File: config.mk
export PLATFORM = sky130hd
export DESIGN_NAME = ccl_comparator_control
export DESIGN_NICKNAME = d
export VERILOG_FILES = /design/src/design/ccl_pkg.sv /design/src/design/ccl_comparator_control.sv /design/src/design/ccl_input_compare.sv
export SDC_FILE = /design/constraint.sdc
export NUM_CORES = 1
export LEC_CHECK = 0
export ABC_AREA = 0
export BUFFER_PORTS_ARGS = -buffer_cell sky130_fd_sc_hd__buf_2
export CAP_MARGIN = 5
export CORE_ASPECT_RATIO = 0.6
export CORE_MARGIN = 3
export CORE_UTILIZATION = 25
export CTS_CLUSTER_SIZE = 10
export DETAILED_ROUTE_END_ITERATION = 10
export SYNTH_ARGS = -nofsm -noshare
export SYNTH_HDL_FRONTEND = slang
export SYNTH_SLANG_ARGS = --single-unit
File: constraint.sdc
create_clock -name i_clk -period 3.9 [get_ports i_clk]
set_input_delay 0.195 -clock i_clk [delete_from_list [all_inputs] [get_ports i_clk]]
set_output_delay 0.195 -clock i_clk [all_outputs]
set_load 0.005 [all_outputs]
File: src/design/ccl_pkg.sv
// Shared constants and types for the comparator control logic
`default_nettype none

package ccl_pkg;

  // ****************************************
  // Bus and data widths
  // ****************************************
  localparam int CCL_ADDR_W  = 5;
  localparam int CCL_DATA_W  = 8;
  localparam int CCL_LEVEL_W = 10;
  localparam int CCL_NUM_CH  = 4;

  // ****************************************
  // Register offsets
  // ****************************************
  localparam logic [CCL_ADDR_W-1:0] CCL_OFS_ANALOG_CONTROL_B         = 5'h03;
  localparam logic [CCL_ADDR_W-1:0] CCL_OFS_COMPARATOR_CONTROL_STATUS = 5'h08;
  localparam logic [CCL_ADDR_W-1:0] CCL_OFS_DIGITAL_INPUT_DISABLE     = 5'h14;

  // ****************************************
  // Reset values and writable masks
  // ****************************************
  localparam logic [CCL_DATA_W-1:0] CCL_ACB_RESET = 8'h00;
  localparam logic [CCL_DATA_W-1:0] CCL_ACB_WMASK = 8'he7;
  localparam logic [CCL_DATA_W-1:0] CCL_DID_RESET = 8'h00;
  localparam logic [CCL_DATA_W-1:0] CCL_DID_WMASK = 8'h3f;
  localparam logic [CCL_DATA_W-1:0] CCL_RD_NONE   = 8'h00;

  // ****************************************
  // Field positions
  // ****************************************
  localparam int CCL_ACB_NEG_MUX_EN_BIT = 6;
  localparam int CCL_DID_NEG_PIN_BIT    = 1;
  localparam int CCL_DID_POS_PIN_BIT    = 0;
  localparam int CCL_CCS_FLAG_BIT       = 4;

  // ****************************************
  // Timing and fixed levels
  // ****************************************
  // Last refill count; the result synchroniser refill state lasts one cycle more than this after power-up
  localparam logic [1:0] CCL_FILL_CYCLES = 2'h2;
  // Digital stand-in for the bandgap level; value arbitrary
  localparam logic [CCL_LEVEL_W-1:0] CCL_BANDGAP_LEVEL = 10'h1c2;

  // ****************************************
  // Types
  // ****************************************
  typedef enum logic [1:0] {
    CCL_MODE_TOGGLE   = 2'h0,
    CCL_MODE_RESERVED = 2'h1,
    CCL_MODE_FALLING  = 2'h2,
    CCL_MODE_RISING   = 2'h3
  } ccl_event_mode_type;

  typedef enum logic [2:0] {
    CCL_ST_OFF  = 3'h1,
    CCL_ST_FILL = 3'h2,
    CCL_ST_RUN  = 3'h4
  } ccl_state_type;

  // Comparator control and status register layout
  typedef struct packed {
    logic               comparator_disable;
    logic               bandgap_select;
    logic               compare_result_bit;
    logic               comparator_event_flag;
    logic               comparator_irq_enable;
    logic               reserved;
    ccl_event_mode_type event_mode_select;
  } ccl_ccs_type;

  // Input routing handed to the analog compare stage
  typedef struct packed {
    logic       powered;
    logic       bandgap_select;
    logic       neg_from_channel;
    logic [1:0] channel_select;
  } ccl_input_sel_type;

  typedef logic [CCL_NUM_CH-1:0][CCL_LEVEL_W-1:0] ccl_channel_levels_type;

endpackage : ccl_pkg

`default_nettype wire

File: src/design/ccl_comparator_control.sv
// Register file, synchroniser and event logic of the comparator control
`default_nettype none

module ccl_comparator_control
  import ccl_pkg::*;
(
  input  wire logic                        i_clk,
  input  wire logic                        i_reset,
  input  wire logic [CCL_ADDR_W-1:0]       i_addr,
  input  wire logic [CCL_DATA_W-1:0]       i_wdata,
  input  wire logic                        i_wr,
  input  wire logic                        i_rd,
  output logic [CCL_DATA_W-1:0]            o_rdata,
  input  wire logic [CCL_LEVEL_W-1:0]      i_positive_level,
  input  wire logic [CCL_LEVEL_W-1:0]      i_negative_level,
  input  wire ccl_channel_levels_type      i_channel_levels,
  input  wire logic                        i_converter_enable,
  input  wire logic [1:0]                  i_channel_select,
  input  wire logic                        i_global_irq_enable,
  input  wire logic                        i_irq_vector_ack,
  input  wire logic                        i_positive_pin,
  input  wire logic                        i_negative_pin,
  output logic [1:0]                       o_pin_inputs,
  output logic [1:0]                       o_buffer_off,
  output logic                             o_comparator_power_off,
  output logic                             o_bandgap_select,
  output logic                             o_irq_request,
  output logic [CCL_DATA_W-1:0]            o_analog_control_b,
  output logic [CCL_DATA_W-1:0]            o_digital_input_disable
);

  // ****************************************
  // Functions
  // ****************************************

  // Event decode from previous and current result
  function automatic logic event_hit(
    input ccl_event_mode_type mode,
    input logic               prev,
    input logic               cur
  );
    logic hit;
    hit = 1'b0;
    case (mode)
      CCL_MODE_TOGGLE:   hit = prev ^ cur;
      CCL_MODE_FALLING:  hit = prev & ~cur;
      CCL_MODE_RISING:   hit = ~prev & cur;
      CCL_MODE_RESERVED: hit = 1'b0;
      default:           hit = 1'b0;
    endcase
    return hit;
  endfunction : event_hit

  // Masked register update
  function automatic logic [CCL_DATA_W-1:0] masked_write(
    input logic [CCL_DATA_W-1:0] old_val,
    input logic [CCL_DATA_W-1:0] new_val,
    input logic [CCL_DATA_W-1:0] wmask
  );
    return (old_val & ~wmask) | (new_val & wmask);
  endfunction : masked_write

  // ****************************************
  // Declarations
  // ****************************************
  logic [CCL_DATA_W-1:0] acb_q;
  logic [CCL_DATA_W-1:0] acb_d;
  logic [CCL_DATA_W-1:0] did_q;
  logic [CCL_DATA_W-1:0] did_d;
  logic                  cmp_disable_q;
  logic                  cmp_disable_d;
  logic                  bandgap_q;
  logic                  bandgap_d;
  logic                  irq_en_q;
  logic                  irq_en_d;
  ccl_event_mode_type    mode_q;
  ccl_event_mode_type    mode_d;
  logic                  flag_q;
  logic                  flag_d;
  logic                  res_sync1_q;
  logic                  res_sync2_q;
  logic                  res_prev_q;
  logic [1:0]            pin_sync1_q;
  logic [1:0]            pin_sync2_q;
  logic [1:0]            pin_in_q;
  logic [1:0]            pin_in_d;
  ccl_state_type         state_q;
  ccl_state_type         state_d;
  logic [1:0]            fill_cnt_q;
  logic [1:0]            fill_cnt_d;
  logic [CCL_DATA_W-1:0] rdata_q;
  logic [CCL_DATA_W-1:0] rdata_d;

  wire logic             sel_acb;
  wire logic             sel_ccs;
  wire logic             sel_did;
  wire logic             wr_acb;
  wire logic             wr_ccs;
  wire logic             wr_did;
  wire logic             neg_mux_enable;
  wire logic             raw_result;
  wire logic             event_seen;
  wire logic             flag_set;
  wire logic             flag_clr;
  wire ccl_ccs_type      ccs_view;
  wire ccl_ccs_type      ccs_wr;
  wire ccl_input_sel_type input_sel;
  wire logic [CCL_DATA_W-1:0] read_mux;

  // ****************************************
  // Address decode
  // ****************************************

  // Register selects and write strobes
  assign sel_acb = (i_addr == CCL_OFS_ANALOG_CONTROL_B);
  assign sel_ccs = (i_addr == CCL_OFS_COMPARATOR_CONTROL_STATUS);
  assign sel_did = (i_addr == CCL_OFS_DIGITAL_INPUT_DISABLE);
  assign wr_acb  = i_wr && sel_acb;
  assign wr_ccs  = i_wr && sel_ccs;
  assign wr_did  = i_wr && sel_did;
  assign ccs_wr  = ccl_ccs_type'(i_wdata);

  // ****************************************
  // Register writes
  // ****************************************

  // Converter control b: bits 4..3 stay zero
  assign acb_d = wr_acb ? masked_write(acb_q, i_wdata, CCL_ACB_WMASK) : acb_q;

  // Buffer disables: bits 7..6 stay zero
  assign did_d = wr_did ? masked_write(did_q, i_wdata, CCL_DID_WMASK) : did_q;

  // Control fields; result and reserved bits not stored
  assign cmp_disable_d = wr_ccs ? ccs_wr.comparator_disable : cmp_disable_q;
  assign bandgap_d     = wr_ccs ? ccs_wr.bandgap_select : bandgap_q;
  assign irq_en_d      = wr_ccs ? ccs_wr.comparator_irq_enable : irq_en_q;
  assign mode_d        = wr_ccs ? ccs_wr.event_mode_select : mode_q;

  always_ff @(posedge i_clk) begin
    if (i_reset) begin
      acb_q         <= CCL_ACB_RESET;
      did_q         <= CCL_DID_RESET;
      cmp_disable_q <= 1'b0;
      bandgap_q     <= 1'b0;
      irq_en_q      <= 1'b0;
      mode_q        <= CCL_MODE_TOGGLE;
    end else begin
      acb_q         <= acb_d;
      did_q         <= did_d;
      cmp_disable_q <= cmp_disable_d;
      bandgap_q     <= bandgap_d;
      irq_en_q      <= irq_en_d;
      mode_q        <= mode_d;
    end
  end

  // ****************************************
  // Analog input routing
  // ****************************************

  // Channel path needs mux enable and converter switched off
  assign neg_mux_enable = acb_q[CCL_ACB_NEG_MUX_EN_BIT];
  assign input_sel.powered          = ~cmp_disable_q;
  assign input_sel.bandgap_select   = bandgap_q;
  assign input_sel.neg_from_channel = neg_mux_enable && !i_converter_enable;
  assign input_sel.channel_select   = i_channel_select;

  ccl_input_compare u_input_compare (
    .i_sel            (input_sel),
    .i_positive_level (i_positive_level),
    .i_negative_level (i_negative_level),
    .i_channel_levels (i_channel_levels),
    .o_raw_result     (raw_result)
  );

  // ****************************************
  // Result synchroniser
  // ****************************************

  // Two stages, then one history stage for edge detection
  always_ff @(posedge i_clk) begin
    if (i_reset) begin
      res_sync1_q <= 1'b0;
      res_sync2_q <= 1'b0;
      res_prev_q  <= 1'b0;
    end else begin
      res_sync1_q <= raw_result;
      res_sync2_q <= res_sync1_q;
      res_prev_q  <= res_sync2_q;
    end
  end

  // ****************************************
  // Synchroniser fill tracking
  // ****************************************

  // Hold off events while powered down or refilling
  always_comb begin
    state_d    = state_q;
    fill_cnt_d = fill_cnt_q;
    case (state_q)
      CCL_ST_OFF: begin
        fill_cnt_d = 2'h0;
        if (!cmp_disable_q) begin
          state_d = CCL_ST_FILL;
        end
      end
      CCL_ST_FILL: begin
        fill_cnt_d = fill_cnt_q + 2'h1;
        if (cmp_disable_q) begin
          state_d = CCL_ST_OFF;
        end else if (fill_cnt_q == CCL_FILL_CYCLES) begin
          state_d = CCL_ST_RUN;
        end
      end
      CCL_ST_RUN: begin
        if (cmp_disable_q) begin
          state_d = CCL_ST_OFF;
        end
      end
      default: begin
        state_d    = CCL_ST_OFF;
        fill_cnt_d = 2'h0;
      end
    endcase
  end

  always_ff @(posedge i_clk) begin
    if (i_reset) begin
      state_q    <= CCL_ST_OFF;
      fill_cnt_q <= 2'h0;
    end else begin
      state_q    <= state_d;
      fill_cnt_q <= fill_cnt_d;
    end
  end

  // ****************************************
  // Event flag
  // ****************************************

  // Edge of synchronised result against mode
  assign event_seen = event_hit(mode_q, res_prev_q, res_sync2_q);
  assign flag_set   = event_seen && (state_q == CCL_ST_RUN);

  // Vector execution or write of one clears
  assign flag_clr = i_irq_vector_ack || (wr_ccs && i_wdata[CCL_CCS_FLAG_BIT]);

  // Set wins over a clear in the same cycle
  assign flag_d = flag_set || (flag_q && !flag_clr);

  always_ff @(posedge i_clk) begin
    if (i_reset) begin
      flag_q <= 1'b0;
    end else begin
      flag_q <= flag_d;
    end
  end

  // Request only with local and global enables
  assign o_irq_request = flag_q && irq_en_q && i_global_irq_enable;

  // ****************************************
  // Digital pin inputs
  // ****************************************

  // Pads are asynchronous: two stages before gating
  always_ff @(posedge i_clk) begin
    if (i_reset) begin
      pin_sync1_q <= 2'h0;
      pin_sync2_q <= 2'h0;
    end else begin
      pin_sync1_q <= {i_negative_pin, i_positive_pin};
      pin_sync2_q <= pin_sync1_q;
    end
  end

  // Disabled buffer reads zero
  assign pin_in_d[CCL_DID_NEG_PIN_BIT] = pin_sync2_q[CCL_DID_NEG_PIN_BIT]
                                         && !did_q[CCL_DID_NEG_PIN_BIT];
  assign pin_in_d[CCL_DID_POS_PIN_BIT] = pin_sync2_q[CCL_DID_POS_PIN_BIT]
                                         && !did_q[CCL_DID_POS_PIN_BIT];

  always_ff @(posedge i_clk) begin
    if (i_reset) begin
      pin_in_q <= 2'h0;
    end else begin
      pin_in_q <= pin_in_d;
    end
  end

  // ****************************************
  // Read path
  // ****************************************

  // Live view of control and status; reserved bit reads zero
  assign ccs_view.comparator_disable    = cmp_disable_q;
  assign ccs_view.bandgap_select        = bandgap_q;
  assign ccs_view.compare_result_bit    = res_sync2_q;
  assign ccs_view.comparator_event_flag = flag_q;
  assign ccs_view.comparator_irq_enable = irq_en_q;
  assign ccs_view.reserved              = 1'b0;
  assign ccs_view.event_mode_select     = mode_q;

  // Unmapped offsets read zero
  assign read_mux = sel_acb ? acb_q :
                    sel_ccs ? CCL_DATA_W'(ccs_view) :
                    sel_did ? did_q : CCL_RD_NONE;

  // Data stand only in the cycle after the strobe
  assign rdata_d = i_rd ? read_mux : CCL_RD_NONE;

  always_ff @(posedge i_clk) begin
    if (i_reset) begin
      rdata_q <= CCL_RD_NONE;
    end else begin
      rdata_q <= rdata_d;
    end
  end

  // ****************************************
  // Outputs
  // ****************************************

  // Register-driven controls to pads, core and converter
  assign o_rdata                 = rdata_q;
  assign o_pin_inputs            = pin_in_q;
  assign o_buffer_off            = did_q[1:0];
  assign o_comparator_power_off  = cmp_disable_q;
  assign o_bandgap_select        = bandgap_q;
  assign o_analog_control_b      = acb_q;
  assign o_digital_input_disable = did_q;

endmodule : ccl_comparator_control

`default_nettype wire

File: src/design/ccl_input_compare.sv
// Input routing and raw comparison of the comparator core
`default_nettype none

module ccl_input_compare
  import ccl_pkg::*;
(
  input  wire ccl_input_sel_type           i_sel,
  input  wire logic [CCL_LEVEL_W-1:0]      i_positive_level,
  input  wire logic [CCL_LEVEL_W-1:0]      i_negative_level,
  input  wire ccl_channel_levels_type      i_channel_levels,
  output logic                             o_raw_result
);

  // ****************************************
  // Input selection
  // ****************************************
  wire logic [CCL_LEVEL_W-1:0] pos_level;
  wire logic [CCL_LEVEL_W-1:0] neg_level;

  // Bandgap replaces the positive pin when selected
  assign pos_level = i_sel.bandgap_select ? CCL_BANDGAP_LEVEL : i_positive_level;

  // Channel replaces negative pin only when the mux path is allowed
  assign neg_level = i_sel.neg_from_channel ? i_channel_levels[i_sel.channel_select]
                                            : i_negative_level;

  // ****************************************
  // Comparison
  // ****************************************
  // High only while strictly above; unpowered core reads low
  assign o_raw_result = i_sel.powered && (pos_level > neg_level);

endmodule : ccl_input_compare

`default_nettype wire

==> results of run 1 <==
[state kept, by name, indices dropped and copies added, names as in the netlist]
name / flops
res_sync1_q: 1
res_sync2_q: 1
pin_sync1_q: 2
o_rdata: 8
o_analog_control_b: 6
flag_q: 1
o_pin_inputs: 2
res_prev_q: 1
fill_cnt_q: 2
o_digital_input_disable: 6
mode_q: 2
o_comparator_power_off: 1
pin_sync2_q: 2
state_q: 3
o_bandgap_select: 1
irq_en_q: 1
[worst reg2reg max path, cell delays in order (launching register included)]
cell                       delay (ns)
sky130_fd_sc_hd__dfxtp_1         0.37
sky130_fd_sc_hd__nor2b_1         0.15
sky130_fd_sc_hd__buf_4           0.23
sky130_fd_sc_hd__mux2i_1         0.23
sky130_fd_sc_hd__ha_1            0.27
sky130_fd_sc_hd__a211oi_1        0.20
sky130_fd_sc_hd__o21bai_1        0.11
sky130_fd_sc_hd__o311a_1         0.32
[final cells by class]
| class | instances | area (um^2) |
|---|---|---|
| clock buffers | 7 | 143 |
| clock inverters | 1 | 7.51 |
| fillers | 892 | 5670 |
| inverters | 6 | 22.5 |
| multi-input cells | 173 | 1280 |
| flip-flops and latches | 40 | 801 |
| well taps | 112 | 140 |
| repair buffers | 111 | 558 |
[how the worst min path moves through the flow]
stage | endpoint | cells after the start | startpoint | slack [ns]
after floorplan | pin_sync1_q[0]$_SDFF_PP0_ | 1 | i_positive_pin | 0.32
after global placement | pin_sync1_q[1]$_SDFF_PP0_ | 2 | i_negative_pin | 0.42
after detailed placement | pin_sync1_q[0]$_SDFF_PP0_ | 2 | i_positive_pin | 0.42
after CTS | pin_sync1_q[0]$_SDFF_PP0_ | 2 | i_positive_pin | 0.12
after global routing | pin_sync1_q[0]$_SDFF_PP0_ | 2 | i_positive_pin | 0.14
final | pin_sync1_q[0]$_SDFF_PP0_ | 2 | i_positive_pin | 0.12
[logic make-up after synthesis]
kind of cell | Yosys count
simple gates | 93
other cells | 1
compound gates | 42
flops | 40
mux | 21
buf+inv | 26
fa+ha+maj | 13
[power groups by stage]
stage | clock [mW] | sequential [mW] | combinational (mW)
6_report | 0.408 | 0.426 | 0.133
5_1_grt | 0.441 | 0.427 | 0.152
4_1_cts | 0.421 | 0.426 | 0.135
3_5_place_dp | 0 | 0.435 | 0.135
3_3_place_gp | 0 | 0.435 | 0.131
2_1_floorplan | 0 | 0.431 | 0.0834
[cell usage after synthesis, types with 2 or more instances]
cell type                   n  share of area, %
sky130_fd_sc_hd__a22oi_1    5               1.7
sky130_fd_sc_hd__and2_2     2              0.67
sky130_fd_sc_hd__nand3_1   23               5.1
sky130_fd_sc_hd__nand2_1   18               3.0
sky130_fd_sc_hd__mux4_2    10                10
sky130_fd_sc_hd__nor4_1     2              0.56
sky130_fd_sc_hd__dfxtp_1   40                36
sky130_fd_sc_hd__a21oi_1   24               5.4
sky130_fd_sc_hd__or2_2      4               1.1
sky130_fd_sc_hd__buf_4      8               2.7
sky130_fd_sc_hd__nor2_1    14               2.3
sky130_fd_sc_hd__inv_1      6               1.0
sky130_fd_sc_hd__clkbuf_1   6               1.0
sky130_fd_sc_hd__nor4b_2    2               1.3
sky130_fd_sc_hd__nor3_2     2              0.89
sky130_fd_sc_hd__nor3_1     4              0.89
sky130_fd_sc_hd__nor3b_1    2              0.67
sky130_fd_sc_hd__nand4_1    2              0.56
sky130_fd_sc_hd__buf_6      3               1.5
sky130_fd_sc_hd__a222oi_1   3               1.3
sky130_fd_sc_hd__o21ai_0    3              0.67
sky130_fd_sc_hd__nor2b_1   12               3.4
sky130_fd_sc_hd__mux2i_1   10               4.5
sky130_fd_sc_hd__nand2b_1   3              0.84
sky130_fd_sc_hd__ha_1      13               7.3
[layer usage]
metal	vias to the layer above	global-route usage, %	share of wire [%]
met4	0	3.39	0.93
met5	-	0	0
met3	6	3.76	8.5
met1	982	17.6	47
li1	1050	-	-
met2	73	18.5	44
==> impl_metrics.json, run 1 <==
{
  "antenna_nets_post_route": 0,
  "cts.sinks": 40,
  "seq_area_frac_synth_pct": 35.8,
  "worstMarginPinSlew_ns": 0.620,
  "p_comb_share_pct": 13.8,
  "crit_path_max_incr_delay_ns": 0.37,
  "crit-reg2reg-launch": "o_analog_control_b[6]$_SDFFE_PP0P_",
  "endpoint": "res_sync1_q$_SDFF_PP0_",
  "drt_first_pass_iters": 4,
  "cell_family_with_most_cp_delay": "compound AO/OA/AOI/OAI gates",
  "syn-cell-area_mm2": 0.00224,
  "min_period_ns": 2.00,
  "cp-end-kind": "register",
  "finish.net_count": 434,
  "p_int_mw": 0.745,
  "worst-endpoint-arrival_ns": 2.16,
  "first_global_vias": 2048,
  "placed_cells_incl_taps": 442,
  "timing.critical_path.cells": "nor2b_1 -> buf_4 -> mux2i_1 -> ha_1 -> a211oi_1 -> o21bai_1 -> o311a_1",
  "post_synth_inst_count": 236,
  "outcome": "complete, no violations",
  "grt.total_usage_pct": 12.5,
  "power.share.sequential_pct": 44.0,
  "regToRegEndpoint": "res_sync1_q$_SDFF_PP0_",
  "synth_adder_area_share_pct": 7.27,
  "post_synth_edffs": 0,
  "final-instance-count-excl-fill": 450,
  "preCtsSetupSlack_ns": 1.62,
  "worst_r2r_path_depth": 7,
  "layout_worst_path_cycle_share_pct": 51.3,
  "grt_start_max_net_pins": 34,
  "worst_ep_required_time_ns": 4.06,
  "chipWidth_um": 128,
  "cts_inserted_buffers": 5,
  "fp.dieH_um": 79.3,
  "die_area_mm2": 0.0102,
  "min_path_type": "primary input to register",
  "std_cell_rows": 26,
  "synth_xor_xnor_area_share_pct": 0,
  "final_cell_mix": "110 x sky130_fd_sc_hd__buf_2, 40 x sky130_fd_sc_hd__dfxtp_1, 24 x sky130_fd_sc_hd__a21oi_1, 23 x sky130_fd_sc_hd__nand3_1, 18 x sky130_fd_sc_hd__nand2_1",
  "power.switching_fraction_pct": 23.0,
  "post_synth.cell_area_avg_um2": 9.48,
  "clock.fmax_mhz": 500,
  "number_of_antenna_violations_at_the_first_check_in_global_routing": 0,
  "drt-wirelength-per-cell_um": 14.0,
  "placed_cell_area_mm2": 0.00280,
  "yosys_register_bits": 40,
  "drc_errors": 0,
  "crit_cells": 7,
  "clock_tree.htree_level_count": 2,
  "post_cts_resize_count": 0,
  "rsz0062_at_grt": "no",
  "timing.critical_path.fanout_max": 10,
  "place.gp.congestion": 0.707,
  "setup_viol_count_final": 0,
  "utilization_pct": 34.2,
  "hold_viol_final": 0,
  "ys_types": 40,
  "drive_above_1_share_pct": 42.0,
  "layout-area-overhead-vs-synth_pct": 31.9,
  "leakage_dissipation_nw": 1.27,
  "grt_pass1_wl_um": 10100,
  "power.total_mw": 0.968,
  "worst-r2r-setup-slack_ns": 1.90,
  "cts_root_buf": "sky130_fd_sc_hd__clkbuf_16",
  "worst_slack_ns": 1.90,
  "top_level_ports": 115,
  "grt_overflow_total": 0,
  "synth_compound_area_share_pct": 11.6,
  "clock_tree_from_tritoncts": "built",
  "finalMaxSlewViolations": 0,
  "net-switching-power_mw": 0.223,
  "clock_power_share_pct": 42.2,
  "slew_headroom_pct": 58.7,
  "power.density_cell_area_mw_per_mm2": 328,
  "postRouteWirelength_um": 6320,
  "antenna_cells_inserted": 0,
  "clk_path_buf_depth": 2,
  "post-route-cell-area_mm2": 0.00295,
  "cts_hold_buf": 0,
  "setup.worst_path.class": "register to register",
  "clock_insertion_delay_worst_skew_ns": 0.28,
  "cts_setup_buffers": 0,
  "cp.buffers_inverters": 1,
  "floorplan.initialDensity_pct": 26.0,
  "dp_hpwl_um": 5030,
  "worstSetupStartpointType": "register",
  "synth_simple_gate_area_share_pct": 22.7,
  "yosysWarnings": 0,
  "placeableCoreArea_mm2": 0.00862,
  "layout.cells.most_common": "sky130_fd_sc_hd__buf_2",
  "place.port_buffers": 110,
  "first_iter_violations": 102,
  "muxShareOfSynthArea_pct": 15.0,
  "fin_skew_ns": 0.00454,
  "synth_ff_type": "sky130_fd_sc_hd__dfxtp_1",
  "timing.critical_path.from": "o_analog_control_b[6]$_SDFFE_PP0P_",
  "ys_async_sr_fraction_pct": 0,
  "finalSetupTns_ns": 0,
  "final.hold.worst_slack_ns": 0.125,
  "largest_family_of_logic_cells_by_synthesized_area": "simple AND/OR/NAND/NOR gates",
  "peakVddDrop_mv": 0.162,
  "path_clk_slew_ns": 0.06,
  "via_count": 2111,
  "max_cap_viol_count": 0,
  "cp_slowest_cell": "sky130_fd_sc_hd__dfxtp_1",
  "detail_route.vias_per_cell": 4.69
}
(Power assumes the default switching activity.)
==> run 2, diff against run 1 <==
ABC_AREA = 1   (was 0)
clock period = 1.8 ns   (was 3.9 ns; I/O delays follow)
==> run 2 against run 1 <==
Cell count increased by 29%. Count of clock-buffer cells in the layout decreased by 2. Core utilization increased by 2.2 points. Highest routed layer is now met5. Final area increased by 9.3%. Maximum frequency increased by 16%. Area after synthesis increased by 6.1%. Setup slack got worse by 1.8 ns. Synthesized cell count increased by 45%. Total power increased by 130%. Register-to-register slack got worse by 1.8 ns. Global-route usage increased by 0.38 points. Combinational power increased to 2.8 times the previous value. Critical path type unchanged.
==> impl_metrics.json, run 2 <==
{
  "largest_register_ff_count": 8,
  "leakage_dissipation_nw": 1.50,
  "outcome": "complete, no violations",
  "grt_util_met3_pct": 4.16,
  "setup_viol_count_final": 0,
  "via_count": 2508,
  "cp.buffers_inverters": 2,
  "first_iter_violations": 122,
  "number_of_antenna_violations_at_the_first_check_in_global_routing": 1,
  "post_synth.cell_area_avg_um2": 6.94,
  "clock_tree.htree_level_count": 2,
  "grt_pass1_wl_um": 11100,
  "fin_skew_ns": 0.00481,
  "cts.sinks": 40,
  "synth_commonest_cells": "64 x sky130_fd_sc_hd__nor2_1, 41 x sky130_fd_sc_hd__inv_1, 40 x sky130_fd_sc_hd__dfxtp_1",
  "first_global_vias": 2270,
  "power.density_cell_area_mw_per_mm2": 677,
  "die_area_mm2": 0.0107,
  "path_clk_slew_ns": 0.06,
  "hold_viol_final": 0,
  "final_cell_mix": "110 x sky130_fd_sc_hd__buf_2, 60 x sky130_fd_sc_hd__nor2_1, 40 x sky130_fd_sc_hd__inv_1, 39 x sky130_fd_sc_hd__dfxtp_1, 32 x sky130_fd_sc_hd__nand2_1",
  "min_path_type": "primary input to register",
  "utilization_pct": 36.5,
  "yosysWarnings": 0,
  "detail_route.vias_per_cell": 4.33,
  "timing.critical_path.fanout_max": 5,
  "worst-endpoint-arrival_ns": 1.91,
  "synth.most_common_cell": "sky130_fd_sc_hd__nor2_1",
  "fillCellCount": 973,
  "drc_errors": 0,
  "grt.total_usage_pct": 12.9,
  "syn-cell-area_mm2": 0.00237,
  "cp_slowest_cell": "sky130_fd_sc_hd__dfxtp_2",
  "yosys_register_bits": 40,
  "layout_worst_path_cycle_share_pct": 95.8,
  "drt_first_pass_iters": 4,
  "antenna_nets_post_route": 0,
  "std_cell_rows": 26,
  "place.port_buffers": 110,
  "placed_cell_area_mm2": 0.00303,
  "cts_inserted_buffers": 5,
  "crit_path_max_incr_delay_ns": 0.33,
  "min_period_ns": 1.72,
  "clock_tree_from_tritoncts": "built",
  "layout-area-overhead-vs-synth_pct": 35.9,
  "dp_hpwl_um": 5730,
  "antenna_cells_inserted": 0,
  "worst_ep_required_time_ns": 1.98,
  "ys_types": 31,
  "layout.cells.most_common": "sky130_fd_sc_hd__buf_2",
  "area_of_the_multi_input_gates_mm2": 0.00133,
  "seq_area_um2": 802,
  "worstSetupStartpointType": "register",
  "setup.worst_path.class": "register to register",
  "drt-wirelength-per-cell_um": 12.7,
  "placeableCoreArea_mm2": 0.00885,
  "grtUsageMet1_pct": 17.8,
  "synthTopCellsByArea": "sky130_fd_sc_hd__dfxtp_1 34%, sky130_fd_sc_hd__nor2_1 10%, sky130_fd_sc_hd__ha_1 6.9%",
  "place.gp.congestion": 0.812,
  "ys_async_sr_fraction_pct": 0,
  "cts_hold_buf": 0,
  "synth_top_area_cell": "sky130_fd_sc_hd__dfxtp_1",
  "finish.net_count": 549,
  "groute.layer.met2.usage_pct": 20.2,
  "cp-end-kind": "register",
  "synth_ff_type": "sky130_fd_sc_hd__dfxtp_1",
  "chipWidth_um": 132,
  "post-route-cell-area_mm2": 0.00323,
  "seq_area_frac_synth_pct": 33.7,
  "peakVddDrop_mv": 0.332,
  "post_synth_inst_count": 342,
  "timing.critical_path.cells": "inv_2 -> nor2_4 -> buf_6 -> o21ai_1 -> o22ai_1 -> ha_1 -> a21o_1 -> nor2_2 -> nand2_1 -> nor2_1 -> nor2_1",
  "cp_common_cell": "sky130_fd_sc_hd__nor2_1",
  "cell_family_with_most_cp_delay": "simple AND/OR/NAND/NOR gates",
  "grt_overflow_total": 0,
  "global_route.peak_usage_layer": "met2",
  "post_synth_edffs": 0,
  "fp.dieH_um": 81.5,
  "clock.fmax_mhz": 580,
  "cts_root_buf": "sky130_fd_sc_hd__clkbuf_16",
  "top_level_ports": 115,
  "drive_above_1_share_pct": 34.7,
  "yosys.area.top_type_share_pct": 33.7,
  "grt_start_max_net_pins": 21,
  "postRouteWirelength_um": 7340,
  "floorplan.initialDensity_pct": 26.8,
  "finalMaxSlewViolations": 0,
  "clock_insertion_delay_worst_skew_ns": 0.28,
  "clk_path_buf_depth": 2,
  "max_cap_viol_count": 0,
  "rsz0062_at_grt": "yes"
}
run 2: cell count changes after synthesis, moves of 5 or more:
| cell | change |
|---|---|
| sky130_fd_sc_hd__mux2i_1 | -10 |
| sky130_fd_sc_hd__nand2_1 | +15 |
| sky130_fd_sc_hd__o22ai_1 | +9 |
| sky130_fd_sc_hd__nor2b_1 | -12 |
| sky130_fd_sc_hd__o21a_1 | +10 |
| sky130_fd_sc_hd__a22oi_1 | -5 |
| sky130_fd_sc_hd__o21ai_0 | +27 |
| sky130_fd_sc_hd__nor2_1 | +50 |
| sky130_fd_sc_hd__nor2_4 | +5 |
| sky130_fd_sc_hd__mux4_2 | -10 |
| sky130_fd_sc_hd__nand3_1 | -5 |
| sky130_fd_sc_hd__inv_1 | +35 |
| sky130_fd_sc_hd__o21ai_1 | +6 |
run 2: where the power goes:
group | internal [mW] | switching, mW | total (mW)
Clock | 0.515 | 0.362 | 0.877
Sequential | 0.916 | 0.0174 | 0.933
Combinational | 0.170 | 0.205 | 0.375
Total | 1.60 | 0.584 | 2.19
run 2: worst min-delay path, cell delays in order:
cell                     delay, ns
sky130_fd_sc_hd__buf_2        0.07
sky130_fd_sc_hd__inv_1        0.03
sky130_fd_sc_hd__nor2_1       0.06
run 2: kinds of logic after synthesis:
kind of cell | after synthesis | share of synthesized area, %
fa+ha+maj | 13 | 6.85
other cells | 1 | 0.158
compound gates | 90 | 21.7
flops | 40 | 33.7
simple gates | 136 | 26.1
buf+inv | 62 | 11.5
run 2: per-layer routing:
layer / up-vias / wire length (um)
li1: 1327 / -
met4: 2 / 30
met3: 5 / 295
met1: 1128 / 3800
met5: - / 20
met2: 46 / 3190
run 2: cell type report:
| class | count | share of cell area, % |
|---|---|---|
| Timing Repair Buffer | 120 | 19.5 |
| Clock inverter | 3 | 0.659 |
| Sequential cell | 40 | 24.9 |
| Inverter | 42 | 4.89 |
| Clock buffer | 5 | 3.88 |
| Multi-Input combinational cell | 243 | 41.3 |
| Tap cell | 126 | 4.89 |
run 2: metrics by stage:
step / setup WS, ns / std cells / hold slack [ns] / setup TNS, ns / power [mW]
2_1_floorplan: 0.0577 / 345 / 0.159 / 0 / 1.16
3_3_place_gp: 0.0144 / 568 / 0.303 / 0 / 1.31
3_5_place_dp: -0.0413 / 568 / 0.300 / -0.0413 / 1.32
4_1_cts: 0.00585 / 576 / 0.00852 / 0 / 2.20
5_1_grt: -0.0620 / 579 / 0.0112 / -0.0620 / 2.31
6_report: 0.0754 / 579 / 0.0124 / 0 / 2.19
run 2: path summary, 6_finish.rpt:
path	from	slack (ns)	to	cells past startpoint
max	o_analog_control_b[6]$_SDFFE_PP0P_	0.08	res_sync1_q$_SDFF_PP0_	11
min	i_negative_pin	0.01	pin_sync1_q[1]$_SDFF_PP0_	3
max reg2reg	o_analog_control_b[6]$_SDFFE_PP0P_	0.08	res_sync1_q$_SDFF_PP0_	11
min reg2reg	pin_sync1_q[0]$_SDFF_PP0_	0.40	pin_sync2_q[0]$_SDFF_PP0_	2
run 2: what timing repair did:
item	CTS	global route
resized for setup	0	15
buffers inserted	0	1
setup endpoints to repair	0	1
==> run 3, diff against run 2 <==
==> constraint.sdc (replaced) <==
create_clock -name i_clk -period 1.8 [get_ports i_clk]
set_input_delay 0.18 -clock i_clk [delete_from_list [all_inputs] [get_ports i_clk]]
set_output_delay 0.18 -clock i_clk [all_outputs]
set_load 0.005 [all_outputs]
==> run 3 against run 2 <==
Final area up 3.3%. Clock power grew 17%. Flip-flop and latch count unchanged. First-iteration DRC count up 35%. Critical path depth up 2. Global-route usage rose by 0.062 points. Total power is 7.9% higher. Count of clock-buffer cells in the layout did not move. Critical path type unchanged.
==> impl_metrics.json, run 3 (synthesized netlist as in run 2, its figures left out) <==
{
  "dp_hpwl_um": 5810,
  "power.density_cell_area_mw_per_mm2": 708,
  "largest_register_ff_count": 8,
  "clock_tree.htree_level_count": 2,
  "routed.top_layer": "met4",
  "first_iter_violations": 165,
  "p_comb_share_pct": 16.5,
  "min_path_type": "primary input to register",
  "cp_common_cell": "sky130_fd_sc_hd__nor2_1",
  "cp_slowest_cell": "sky130_fd_sc_hd__dfxtp_2",
  "crit_path_max_incr_delay_ns": 0.33,
  "number_of_antenna_violations_at_the_first_check_in_global_routing": 0,
  "clock_power_share_pct": 43.8,
  "dr_wl_met2_um": 3380,
  "cts.sinks": 40,
  "cts_inserted_buffers": 5,
  "floorplan.initialDensity_pct": 26.8,
  "worstSetupStartpointType": "register",
  "grt_overflow_total": 0,
  "cell_family_with_most_cp_delay": "buffers and inverters",
  "clk_path_buf_depth": 2,
  "wl_met3_um": 401,
  "outcome": "complete, no violations",
  "placed_cell_area_mm2": 0.00307,
  "cp.buffers_inverters": 4,
  "worst-endpoint-arrival_ns": 1.91,
  "clock.fmax_mhz": 579,
  "place.port_buffers": 110,
  "net-switching-power_mw": 0.604,
  "chipWidth_um": 132,
  "placeableCoreArea_mm2": 0.00885,
  "antenna_nets_post_route": 0,
  "clock_tree_from_tritoncts": "built",
  "postRouteWirelength_um": 7360,
  "top_level_ports": 115,
  "p_int_mw": 1.75,
  "min_period_ns": 1.73,
  "setup.worst_path.class": "register to register",
  "std_cell_rows": 26,
  "clock_insertion_delay_worst_skew_ns": 0.29,
  "grt.total_usage_pct": 13.0,
  "worst_ep_required_time_ns": 1.98,
  "fp.dieH_um": 81.5,
  "layout.cells.most_common": "sky130_fd_sc_hd__buf_2",
  "finalMaxSlewViolations": 0,
  "path_clk_slew_ns": 0.06,
  "leakage_dissipation_nw": 1.54,
  "finish.net_count": 552,
  "via_count": 2575,
  "drive_above_1_share_pct": 36.6,
  "layout_worst_path_cycle_share_pct": 95.9,
  "fin_skew_ns": 0.00711,
  "power.switching_fraction_pct": 25.6,
  "cts_hold_buf": 0,
  "drc_errors": 0,
  "grt_pass1_wl_um": 11300,
  "timing.critical_path.fanout_max": 6,
  "cts_root_buf": "sky130_fd_sc_hd__clkbuf_16",
  "power.total_mw": 2.36,
  "rsz0062_at_grt": "yes",
  "detail_route.vias_per_cell": 4.42,
  "drt_first_pass_iters": 4,
  "timing.critical_path.cells": "inv_2 -> nor2_4 -> buf_6 -> buf_12 -> o21ai_0 -> o22ai_1 -> ha_1 -> inv_1 -> o21bai_1 -> nand3_2 -> nand2_1 -> nor2_1 -> nor2_1",
  "place.gp.congestion": 0.818,
  "hold_viol_final": 0,
  "layout-area-overhead-vs-synth_pct": 40.3,
  "first_global_vias": 2424,
  "post-route-cell-area_mm2": 0.00333,
  "power.share.sequential_pct": 39.6,
  "final_cell_mix": "111 x sky130_fd_sc_hd__buf_2, 60 x sky130_fd_sc_hd__nor2_1, 39 x sky130_fd_sc_hd__inv_1, 39 x sky130_fd_sc_hd__dfxtp_1, 29 x sky130_fd_sc_hd__nand2_1",
  "die_area_mm2": 0.0107,
  "grt_start_max_net_pins": 21,
  "cp-end-kind": "register",
  "detail_route.wirelength.met1_um": 3580,
  "peakVddDrop_mv": 0.353,
  "setup_viol_count_final": 0,
  "max_cap_viol_count": 0,
  "drt-wirelength-per-cell_um": 12.6
}
-- run 3: cell count changes in the layout (fill, tap and decap cells not counted), sizes merged --
cell,previous run,this run
bufinv,0,1
clkinv,1,0
clkbuf,5,6
diode,0,1
buf,120,122
-- run 3: power groups by stage --
stage,clock network [mW],logic (mW),registers (mW)
2_1_floorplan,0,0.215,0.950
3_3_place_gp,0,0.359,0.953
3_5_place_dp,0,0.368,0.953
4_1_cts,1.05,0.370,0.934
5_1_grt,1.10,0.444,0.937
6_report,1.03,0.390,0.935
-- run 3: cell type report --
class | instances | area [um^2]
Antenna cell | 1 | 2.50
Inverter | 42 | 158
Multi-Input combinational cell | 243 | 1360
Timing Repair Buffer | 123 | 679
Clock inverter | 3 | 46.3
Fill cell | 944 | 5520
Clock buffer | 5 | 125
Tap cell | 126 | 158
Sequential cell | 40 | 802
-- run 3: worst paths after layout --
path / startpoint / endpoint / slack (ns) / cells after the start
setup / recovery: o_analog_control_b[6]$_SDFFE_PP0P_ / res_sync1_q$_SDFF_PP0_ / 0.07 / 13
hold / removal: i_negative_pin / pin_sync1_q[1]$_SDFF_PP0_ / 0.1 / 3
setup reg to reg: o_analog_control_b[6]$_SDFFE_PP0P_ / res_sync1_q$_SDFF_PP0_ / 0.07 / 13
hold reg to reg: pin_sync1_q[1]$_SDFF_PP0_ / pin_sync2_q[1]$_SDFF_PP0_ / 0.40 / 2
-- run 3: through the flow --
| step | cells | TNS (ns) | setup slack (ns) | hold WS (ns) | utilization (%) |
|---|---|---|---|---|---|
| final | 583 | 0 | 0.0737 | 0.0990 | 37.6 |
| after global routing | 582 | -0.0437 | -0.0437 | 0.101 | 37.6 |
| after CTS | 579 | 0 | 0.00307 | 0.0938 | 36.6 |
| after detailed placement | 571 | -0.125 | -0.125 | 0.388 | 34.6 |
| after global placement | 571 | -0.0248 | -0.0248 | 0.392 | 34.6 |
| after floorplan | 345 | 0 | 0.0577 | 0.249 | - |
-- run 3: worst register-to-register path, delay by kind of cell (launching register included) --
kind | cells | cell delay [ns]
AOI/OAI and AO/OA | 3 | 0.27
and+or+nand+nor | 5 | 0.38
buffers and inverters | 4 | 0.39
DFF | 1 | 0.33
adders and majority gates | 1 | 0.27
-- run 3: metal layers --
layer | vias to the layer above | GRT usage (%)
li1 | 1341 | -
met5 | - | 0
met1 | 1174 | 17.3
met4 | 0 | 2.31
met3 | 2 | 4.53
met2 | 58 | 20.6
-- run 3: timing repair --
| item | in CTS | in global routing |
|---|---|---|
| setup buffers | 0 | 1 |
| gates resized for setup | 0 | 24 |
| endpoints found under the setup margin | 0 | 1 |
